### src/include/snf_params.svh
// snf_params.svh: constants of the serial memory command front end
// assumes: included by bare name from package and design files
`ifndef SNF_PARAMS_SVH
`define SNF_PARAMS_SVH

// opcode encodings
`define SNF_OP_LATCH_SET    8'h06
`define SNF_OP_LATCH_CLEAR  8'h04
`define SNF_OP_STATUS_READ  8'h05
`define SNF_OP_STATUS_WRITE 8'h01
`define SNF_OP_MEM_READ     8'h03
`define SNF_OP_QUICK_READ   8'h0b
`define SNF_OP_MEM_WRITE    8'h02
`define SNF_OP_SLEEP        8'hb9
`define SNF_OP_IDENT_READ   8'h9f

// status register layout
`define SNF_SR_LATCH_BIT    1
`define SNF_SR_BP_LO        2
`define SNF_SR_BP_HI        3
`define SNF_SR_FIXED_ONE    6
`define SNF_SR_PROT_EN_BIT  7
`define SNF_SR_RESET        8'h40

// address framing
`define SNF_ADDR_W          18
`define SNF_ADDR_BYTES      2'h3
`define SNF_QUICK_BYTES     2'h0

// pin vector positions
`define SNF_PIN_CS          0
`define SNF_PIN_SCK         1
`define SNF_PIN_SI          2
`define SNF_PIN_WP          3
`define SNF_PIN_N           4
`define SNF_PIN_RESET       4'h9

`endif

### src/include/snf_pkg.sv
// snf_pkg: types of the serial memory command front end
// assumes: snf_params.svh on the include path
`include "snf_params.svh"

package snf_pkg;

  // command sequencing states, one-hot
  typedef enum logic [4:0] {
    ST_IDLE = 5'h01,
    ST_OPC  = 5'h02,
    ST_ADDR = 5'h04,
    ST_DATA = 5'h08,
    ST_DONE = 5'h10
  } snf_state_e;

  typedef logic [`SNF_ADDR_W-1:0] snf_addr_t;

endpackage : snf_pkg

### src/include/snf_pin_if.sv
// snf_pin_if: filtered pin levels and edge pulses between filter and core
// assumes: one clock domain, driven by snf_pin_filter only
`timescale 1ns/1ps
`default_nettype none
`include "snf_params.svh"

interface snf_pin_if;
  logic [`SNF_PIN_N-1:0] lvl;   // filtered level
  logic [`SNF_PIN_N-1:0] rise;  // one-cycle rising pulse
  logic [`SNF_PIN_N-1:0] fall;  // one-cycle falling pulse

  modport filt (output lvl, output rise, output fall);
  modport core (input lvl, input rise, input fall);
endinterface : snf_pin_if

`default_nettype wire

### src/core/snf_pin_filter.sv
// snf_pin_filter: three-stage synchroniser and edge finder for the pins
// assumes: pins are asynchronous to i_mclk; link clock far below 200 MHz
`timescale 1ns/1ps
`default_nettype none
`include "snf_params.svh"

module snf_pin_filter
  import snf_pkg::*;
(
  // clock and reset
  input  wire logic                  i_mclk,
  input  wire logic                  i_rst,
  // raw pins
  input  wire logic [`SNF_PIN_N-1:0] i_pins,
  // filtered side
  snf_pin_if.filt                    pf
);

  logic [`SNF_PIN_N-1:0] s1_q;
  logic [`SNF_PIN_N-1:0] s2_q;
  logic [`SNF_PIN_N-1:0] s3_q;
  logic [`SNF_PIN_N-1:0] lvl_q;
  logic [`SNF_PIN_N-1:0] rise_q;
  logic [`SNF_PIN_N-1:0] fall_q;

  ////////////////////////////////////////////////////////////////////////////
  // per pin: stage one feeds only stage two; level moves once 2 and 3 agree
  genvar g;
  generate
    for (g = 0; g < `SNF_PIN_N; g = g + 1) begin : g_pin
      always_ff @(posedge i_mclk) begin
        if (i_rst) begin
          s1_q[g]   <= 1'(`SNF_PIN_RESET >> g);
          s2_q[g]   <= 1'(`SNF_PIN_RESET >> g);
          s3_q[g]   <= 1'(`SNF_PIN_RESET >> g);
          lvl_q[g]  <= 1'(`SNF_PIN_RESET >> g);
          rise_q[g] <= 1'b0;
          fall_q[g] <= 1'b0;
        end else begin
          s1_q[g]   <= i_pins[g];
          s2_q[g]   <= s1_q[g];
          s3_q[g]   <= s2_q[g];
          // agreement filter rejects a one-sample glitch
          if (s2_q[g] == s3_q[g]) begin
            lvl_q[g] <= s3_q[g];
          end
          rise_q[g] <= (s2_q[g] == s3_q[g]) && s3_q[g] && !lvl_q[g];
          fall_q[g] <= (s2_q[g] == s3_q[g]) && !s3_q[g] && lvl_q[g];
        end
      end
    end
  endgenerate

  assign pf.lvl  = lvl_q;
  assign pf.rise = rise_q;
  assign pf.fall = fall_q;

endmodule : snf_pin_filter

`default_nettype wire

### src/core/snf_frontend.sv
// snf_frontend: serial slave command front end of a byte-wide memory
// assumes: one master; memory array outside answers i_rd_data combinationally
`timescale 1ns/1ps
`default_nettype none
`include "snf_params.svh"

// What this block does
// - sample input on rise, output on fall
// - clock level at select picks mode 0/3
// - mode 3 counts rises after first toggle
// - first eight bits form the opcode
// - one opcode per selection, fresh select
// - deselected: ignore input, output tristated
// - address and data shift msb first
// - three address bytes, keep low 18 bits
// - unknown opcode ignored until next select
// - latch-set opcode sets write latch
// - latch-clear opcode clears write latch
// - nine opcodes, status read/write encodings
// - normal, quick read and write encodings
// - sleep and ident read encodings
// - write latch clear after power-up
// - writes refused while latch clear
// - status write data never sets latch flag
// - latch cleared at select rise after writes
// - eight-bit status register configures device
// - output driven only for read data
// - latch flag is status bit one
module snf_frontend
  import snf_pkg::*;
(
  // clock and reset
  input  wire logic                   i_mclk,
  input  wire logic                   i_rst,
  // serial pins
  input  wire logic                   i_cs_n,
  input  wire logic                   i_sck,
  input  wire logic                   i_si,
  input  wire logic                   i_wp_n,
  output logic                        o_so,
  output logic                        o_so_oe_n,
  // command report
  output logic                        o_cmd_valid,
  output logic [7:0]                  o_opcode,
  output logic                        o_mode3,
  output logic [7:0]                  o_status,
  // memory array side
  output logic                        o_rd_req,
  output logic [`SNF_ADDR_W-1:0]      o_rd_addr,
  input  wire logic [7:0]             i_rd_data,
  output logic                        o_wr_valid,
  output logic [`SNF_ADDR_W-1:0]      o_wr_addr,
  output logic [7:0]                  o_wr_data
);

  ////////////////////////////////////////////////////////////////////////////
  // pin filtering
  snf_pin_if pins ();

  snf_pin_filter u_filt (
    .i_mclk (i_mclk),
    .i_rst  (i_rst),
    .i_pins ({i_wp_n, i_si, i_sck, i_cs_n}),
    .pf     (pins.filt)
  );

  logic cs_fall, cs_rise, sck_rise, sck_fall, sck_lvl, si_lvl, wp_n_lvl, sel;
  assign cs_fall  = pins.fall[`SNF_PIN_CS];
  assign cs_rise  = pins.rise[`SNF_PIN_CS];
  assign sck_rise = pins.rise[`SNF_PIN_SCK];
  assign sck_fall = pins.fall[`SNF_PIN_SCK];
  assign sck_lvl  = pins.lvl[`SNF_PIN_SCK];
  assign si_lvl   = pins.lvl[`SNF_PIN_SI];
  assign wp_n_lvl = pins.lvl[`SNF_PIN_WP];
  assign sel      = !pins.lvl[`SNF_PIN_CS];

  ////////////////////////////////////////////////////////////////////////////
  // state
  snf_state_e           state_q;
  logic                 mode3_q;
  logic                 armed_q;
  logic [2:0]           bit_q;
  logic [6:0]           sh_q;
  logic [1:0]           abyte_q;
  logic [7:0]           cmd_q;
  logic                 cmd_ok_q;
  snf_addr_t            addr_q;
  logic                 wel_q;
  logic                 wpen_q;
  logic [1:0]           bp_q;
  logic                 rd_q;
  logic                 drv_q;
  logic [6:0]           tx_q;
  logic [2:0]           obit_q;
  logic                 so_q;

  logic       take_bit, byte_done, quick;
  logic [7:0] byte_w;
  // mode 3 waits for its first toggle
  assign take_bit  = sck_rise && sel && armed_q && !cs_fall &&
                     (state_q == ST_OPC || state_q == ST_ADDR || state_q == ST_DATA);
  assign byte_w    = {sh_q, si_lvl};
  assign byte_done = take_bit && (bit_q == 3'h7);
  assign quick     = (cmd_q == `SNF_OP_QUICK_READ);

  ////////////////////////////////////////////////////////////////////////////
  // mode detection at select
  always_ff @(posedge i_mclk) begin
    if (i_rst) begin
      mode3_q <= 1'b0;
      armed_q <= 1'b0;
    end else if (cs_fall) begin
      mode3_q <= sck_lvl;
      armed_q <= !sck_lvl;
    end else if (sck_fall && sel) begin
      armed_q <= 1'b1;
    end
  end

  ////////////////////////////////////////////////////////////////////////////
  // bit shifter
  always_ff @(posedge i_mclk) begin
    if (i_rst || !sel || cs_fall) begin
      bit_q <= 3'h0;
      sh_q  <= 7'h00;
    end else if (take_bit) begin
      bit_q <= bit_q + 3'h1;
      sh_q  <= byte_w[6:0];
    end
  end

  ////////////////////////////////////////////////////////////////////////////
  // command sequencer
  always_ff @(posedge i_mclk) begin
    if (i_rst) begin
      state_q  <= ST_IDLE;
      cmd_q    <= 8'h00;
      cmd_ok_q <= 1'b0;
      abyte_q  <= 2'h0;
      rd_q     <= 1'b0;
    end else if (cs_rise || !sel) begin
      state_q  <= ST_IDLE;
      rd_q     <= 1'b0;
    end else if (cs_fall) begin
      // each opcode needs a fresh select
      state_q  <= ST_OPC;
      cmd_q    <= 8'h00;
      cmd_ok_q <= 1'b0;
      abyte_q  <= 2'h0;
      rd_q     <= 1'b0;
    end else if (byte_done) begin
      case (state_q)
        ST_OPC: begin
          cmd_q    <= byte_w;
          cmd_ok_q <= 1'b1;
          case (byte_w)
            `SNF_OP_STATUS_READ: begin
              state_q <= ST_DATA;
              rd_q    <= 1'b1;
            end
            `SNF_OP_STATUS_WRITE: state_q <= ST_DATA;
            `SNF_OP_MEM_READ, `SNF_OP_QUICK_READ, `SNF_OP_MEM_WRITE: begin
              state_q <= ST_ADDR;
            end
            `SNF_OP_SLEEP, `SNF_OP_IDENT_READ: state_q <= ST_DONE;
            `SNF_OP_LATCH_SET, `SNF_OP_LATCH_CLEAR: state_q <= ST_DONE;
            default: begin
              cmd_ok_q <= 1'b0;
              state_q  <= ST_DONE;
            end
          endcase
        end
        ST_ADDR: begin
          abyte_q <= abyte_q + 2'h1;
          // quick read adds one dummy byte
          if ((!quick && abyte_q == `SNF_ADDR_BYTES - 2'h1) ||
              (quick && abyte_q == `SNF_QUICK_BYTES - 2'h1)) begin
            state_q <= ST_DATA;
            rd_q    <= (cmd_q != `SNF_OP_MEM_WRITE);
          end
        end
        ST_DATA: state_q <= ST_DATA;
        ST_DONE: state_q <= ST_DONE;
        default: state_q <= ST_IDLE;
      endcase
    end
  end

  ////////////////////////////////////////////////////////////////////////////
  // address register
  always_ff @(posedge i_mclk) begin
    if (i_rst) begin
      addr_q <= '0;
    end else if (byte_done && state_q == ST_ADDR && abyte_q < `SNF_ADDR_BYTES) begin
      // upper six bits fall off the top
      addr_q <= {addr_q[`SNF_ADDR_W-9:0], byte_w};
    end else if (byte_done && state_q == ST_DATA &&
                 (cmd_q == `SNF_OP_MEM_WRITE || cmd_q == `SNF_OP_MEM_READ || quick)) begin
      // sequential bytes, wraps at the top of the array
      addr_q <= addr_q + snf_addr_t'(1);
    end
  end

  ////////////////////////////////////////////////////////////////////////////
  // write latch and status bits
  logic latch_set_cmd_hit, sr_open;
  assign latch_set_cmd_hit = byte_done && state_q == ST_OPC && byte_w == `SNF_OP_LATCH_SET;
  assign sr_open  = wel_q && !(wpen_q && !wp_n_lvl);

  always_ff @(posedge i_mclk) begin
    if (i_rst) begin
      wel_q <= 1'b0;
    end else if (latch_set_cmd_hit) begin
      wel_q <= 1'b1;
    end else if (cs_rise && cmd_ok_q &&
                 (cmd_q == `SNF_OP_LATCH_CLEAR || cmd_q == `SNF_OP_STATUS_WRITE ||
                  cmd_q == `SNF_OP_MEM_WRITE)) begin
      wel_q <= 1'b0;
    end
  end

  always_ff @(posedge i_mclk) begin
    if (i_rst) begin
      wpen_q <= 1'(`SNF_SR_RESET >> `SNF_SR_PROT_EN_BIT);
      bp_q   <= 2'h0;
    end else if (byte_done && state_q == ST_DATA && cmd_q == `SNF_OP_STATUS_WRITE &&
                 sr_open) begin
      wpen_q <= byte_w[`SNF_SR_PROT_EN_BIT];
      bp_q   <= byte_w[`SNF_SR_BP_HI:`SNF_SR_BP_LO];
    end
  end

  always_comb begin
    o_status                      = `SNF_SR_RESET;
    o_status[`SNF_SR_PROT_EN_BIT] = wpen_q;
    o_status[`SNF_SR_BP_HI:`SNF_SR_BP_LO] = bp_q;
    o_status[`SNF_SR_LATCH_BIT]   = wel_q;
  end

  ////////////////////////////////////////////////////////////////////////////
  // memory array strobes
  always_ff @(posedge i_mclk) begin
    if (i_rst) begin
      o_rd_req    <= 1'b0;
      o_rd_addr   <= '0;
      o_wr_valid  <= 1'b0;
      o_wr_addr   <= '0;
      o_wr_data   <= 8'h00;
      o_cmd_valid <= 1'b0;
      o_opcode    <= 8'h00;
    end else begin
      o_cmd_valid <= byte_done && state_q == ST_OPC && byte_w != `SNF_OP_MEM_READ - 8'h03 &&
                     (byte_w == `SNF_OP_LATCH_SET || byte_w == `SNF_OP_LATCH_CLEAR ||
                      byte_w == `SNF_OP_STATUS_READ || byte_w == `SNF_OP_STATUS_WRITE ||
                      byte_w == `SNF_OP_MEM_READ || byte_w == `SNF_OP_QUICK_READ ||
                      byte_w == `SNF_OP_MEM_WRITE || byte_w == `SNF_OP_SLEEP ||
                      byte_w == `SNF_OP_IDENT_READ);
      if (byte_done && state_q == ST_OPC) begin
        o_opcode <= byte_w;
      end
      // fetch one byte ahead of the falling edge that shifts it out
      o_rd_req <= byte_done && cmd_q != `SNF_OP_MEM_WRITE &&
                  ((state_q == ST_ADDR && ((!quick && abyte_q == 2'h2) ||
                                           (quick && abyte_q == 2'h3))) ||
                   (state_q == ST_DATA && cmd_q != `SNF_OP_STATUS_READ &&
                    cmd_q != `SNF_OP_STATUS_WRITE));
      if (byte_done && state_q == ST_ADDR && abyte_q == 2'h2) begin
        o_rd_addr <= {addr_q[`SNF_ADDR_W-9:0], byte_w};
      end else if (byte_done && state_q == ST_DATA) begin
        o_rd_addr <= addr_q + snf_addr_t'(1);
      end
      o_wr_valid <= byte_done && state_q == ST_DATA && cmd_q == `SNF_OP_MEM_WRITE && wel_q;
      if (byte_done && state_q == ST_DATA) begin
        o_wr_addr <= addr_q;
        o_wr_data <= byte_w;
      end
    end
  end

  ////////////////////////////////////////////////////////////////////////////
  // serial output
  always_ff @(posedge i_mclk) begin
    if (i_rst || !sel || cs_fall) begin
      obit_q <= 3'h0;
      tx_q   <= 7'h00;
      drv_q  <= 1'b0;
      so_q   <= 1'b0;
    end else if (sck_fall && rd_q && state_q == ST_DATA) begin
      // output moves on falling edge only
      obit_q <= obit_q + 3'h1;
      drv_q  <= 1'b1;
      if (obit_q == 3'h0) begin
        so_q <= (cmd_q == `SNF_OP_STATUS_READ) ? o_status[7] : i_rd_data[7];
        tx_q <= (cmd_q == `SNF_OP_STATUS_READ) ? o_status[6:0] : i_rd_data[6:0];
      end else begin
        so_q <= tx_q[6];
        tx_q <= {tx_q[5:0], 1'b0};
      end
    end
  end

  assign o_so      = so_q;
  assign o_so_oe_n = !(sel && drv_q && rd_q);
  assign o_mode3   = mode3_q;

  ////////////////////////////////////////////////////////////////////////////
  // checks
  logic [1:0] ncmd_q;
  always_ff @(posedge i_mclk) begin
    if (i_rst || cs_fall) begin
      ncmd_q <= 2'h0;
    end else if (o_cmd_valid && ncmd_q != 2'h3) begin
      ncmd_q <= ncmd_q + 2'h1;
    end
  end
endmodule : snf_frontend

`default_nettype wire

### config.mk
export PLATFORM = sky130hd
export DESIGN_NAME = snf_frontend
export DESIGN_NICKNAME = d
export VERILOG_FILES = /design/src/include/snf_pkg.sv /design/src/include/snf_pin_if.sv /design/src/core/snf_pin_filter.sv /design/src/core/snf_frontend.sv
export VERILOG_INCLUDE_DIRS = /design/src /design/src/include
export SDC_FILE = /design/constraint.sdc
export NUM_CORES = 1
export LEC_CHECK = 0
export BUFFER_PORTS_ARGS = -buffer_cell sky130_fd_sc_hd__buf_4
export CAP_MARGIN = 40
export CORE_ASPECT_RATIO = 0.9
export CORE_MARGIN = 5
export CORE_UTILIZATION = 55
export DETAILED_ROUTE_END_ITERATION = 8
export PLACE_DENSITY_LB_ADDON = 0.08
export SYNTH_ARGS = -nofsm -noshare
export SYNTH_HDL_FRONTEND = slang
export SYNTH_HIERARCHICAL = 1
export SYNTH_SLANG_ARGS = --single-unit
export TNS_END_PERCENT = 1
### constraint.sdc
create_clock -name i_mclk -period 4.1 [get_ports i_mclk]
set_input_delay 0.41 -clock i_mclk [delete_from_list [all_inputs] [get_ports i_mclk]]
set_output_delay 0.41 -clock i_mclk [all_outputs]
set_load 0.01 [all_outputs]
==> metrics.txt <==
Final Worst Setup Slack=1.71 ns; core footprint=0.0113 mm²; clk_skew=0.0148 ns; vias in the first global route=5196; placed cell area=0.00681 mm²; buffers from clock root to sink, at most=2; Ys Warns=6; DIE AREA=0.0136 mm²; Power Total=0.00290 W; # rows=37; critical-path maximum fanout=17; total I/O pin count=80; # port buffers=75; chip height=111 µm; post-route cell area=0.00738 mm²; Area Growth Syn to Fin=17.9%; effective utilization at floorplan=55.4%; Chip Width=122 µm; CTS buffer count=17; remaining global-route overflow=0; static power due to leakage=2.91 nW; maximum frequency from static timing analysis=0.418 GHz; outcome=finished clean; Relative slew margins=47.2%; Crit Path Class=reg -> reg; TritonCTS clock tree=yes; drt total wl=16500 µm; number of DRC markers in iteration 0=516; unrepaired setup endpoints after global routing=false; mean number of vias per cell=5.82; hold violation total from the final report=0; cell depth of the worst min-delay path=2; number of nets with antenna violations after routing=0; number of DRC violations after detailed routing=0; global routing usage summed across all routing layers=24.9%; CTS Root Buffer Type=sky130_fd_sc_hd__clkbuf_16; synthesized area divided by synthesized cell count=8.58 µm²; number of gates resized after cts=0; Post-Syn Area=0.00626 mm²; sum of negative setup slack=0 ns; final instance count without filler cells=944; PD cells=393 mW/mm²; estimated wirelength of the detail-placed design=11100 µm; antenna violations before repair=0; crit share post-route=58.4%; type of element capturing the critical path=register; global-route wire length before repair=26900 µm; Worst-Skew Late Latency=0.43 ns; number of failing setup endpoints in the final timing report=0; clock-pin slew on the worst setup and hold paths=0.06 ns; H-tree levels=4; number of max-slew violations in the final report=0; pin slew with the least headroom to its limit=0.791 ns; number of cells traversed by the worst register-to-register path=5; share of layout cells above drive strength 1=17.1%; number of placed cells counting well taps=912; Critical Path AT=2.75 ns; number of sinks driven by the clock tree=138; MaxCap Viol Count=0; WL per Instance=17.5 µm; maximum VDD drop=0.306 mV; shortest period the worst path allows=2.39 ns; Ant. Diodes=0; final weighted congestion of routability-driven global placement=0.909; post-placement worst setup slack=1.76 ns; type of the tightest min-delay check=in -> reg; largest net degree at the start of global routing=58; first-pass iteration count of the detailed router=5; data required time at the worst endpoint=4.45 ns; setup fix buffers added after clock tree synthesis=0; synthesized instance count=730; Worst Setup Start Kind=register; hold bufs inserted after CTS=0; number of vias after detailed routing=5491; number of nets in the final layout=802
==> where the power goes <==
| part | leakage, nW | switching (W) | internal [W] | total, W |
|---|---|---|---|---|
| clock | 0.284 | 0.000561 | 0.000937 | 0.00150 |
| combinational | 1.51 | 0.0000318 | 0.0000195 | 0.0000513 |
| sequential | 1.11 | 0.00000467 | 0.00135 | 0.00135 |
==> through the flow <==
stage	util (%)	hold slack, ns
detailed placement	60.3	0.393
floorplan	-	0.383
CTS	65.3	0.159
global route	65.3	0.165
global placement	59.9	0.386
finish	65.3	0.174
==> layout make-up <==
cell class,instances,area (µm²)
clock buffer,24,482
sequential,138,2760
multi-input combinational,505,3090
inverter,27,101
fill,981,3920
tap,156,195
timing repair buffer,86,661
clock inverter,8,92.6
==> per-layer routing <==
layer	vias to the layer above	track usage [%]	wire, µm
met5	-	0	0
met4	0	8.43	302
met3	25	6.38	1280
met2	229	36.3	7220
met1	2595	35.6	7730
li1	2642	-	-
==> critical path: stages, from the launching register on <==
cell	delay, ns
sky130_fd_sc_hd__dfxtp_1	0.32
sky130_fd_sc_hd__or4_1	0.67
sky130_fd_sc_hd__or3_1	0.66
sky130_fd_sc_hd__nor2_8	0.33
sky130_fd_sc_hd__a32oi_1	0.15
sky130_fd_sc_hd__a21oi_1	0.18
==> final timing paths <==
| kind | to | slack [ns] | startpoint |
|---|---|---|---|
| worst max-delay path | addr_q[17] | 1.71 | cmd_q[4] |
| worst min-delay path | u_filt/s1_q[0] | 0.17 | i_cs_n |
| worst max register to register | addr_q[17] | 1.71 | cmd_q[4] |
| worst min register to register | u_filt/s2_q[0] | 0.41 | u_filt/s1_q[0] |
==> flip-flops by register name, indices dropped and copies added, names as in the netlist, 5 cells and up <==
name	cells
addr_q	18
cmd_q	8
o_opcode	8
o_rd_addr	18
o_wr_addr	18
o_wr_data	8
sh_q	7
state_q	5
tx_q	7
==> layout by cell type, fill, tap and decap left out, types with 4 or more instances in the layout <==
cell	instances
sky130_fd_sc_hd__a21oi_1	77
sky130_fd_sc_hd__conb_1	4
sky130_fd_sc_hd__clkbuf_1	4
sky130_fd_sc_hd__buf_4	83
sky130_fd_sc_hd__ha_1	13
sky130_fd_sc_hd__o21ai_0	14
sky130_fd_sc_hd__clkinv_2	5
sky130_fd_sc_hd__a221oi_1	7
sky130_fd_sc_hd__nand3_1	9
sky130_fd_sc_hd__nand4_1	4
sky130_fd_sc_hd__nand2b_1	6
sky130_fd_sc_hd__a32oi_1	5
sky130_fd_sc_hd__nand3b_1	5
sky130_fd_sc_hd__nor4_1	11
sky130_fd_sc_hd__a211o_1	5
sky130_fd_sc_hd__xor2_1	13
sky130_fd_sc_hd__and3_1	6
sky130_fd_sc_hd__nor2b_1	6
sky130_fd_sc_hd__dfxtp_1	138
sky130_fd_sc_hd__or2_2	4
sky130_fd_sc_hd__xnor2_1	6
sky130_fd_sc_hd__nor3_1	17
sky130_fd_sc_hd__a22oi_1	30
sky130_fd_sc_hd__nor2_1	81
sky130_fd_sc_hd__nand2_1	94
sky130_fd_sc_hd__and2b_2	4
sky130_fd_sc_hd__o211ai_1	4
sky130_fd_sc_hd__or4_1	4
sky130_fd_sc_hd__mux2i_1	20
sky130_fd_sc_hd__clkbuf_16	17
sky130_fd_sc_hd__inv_1	26
No activity file was read; power rests on OpenSTA's default activity.
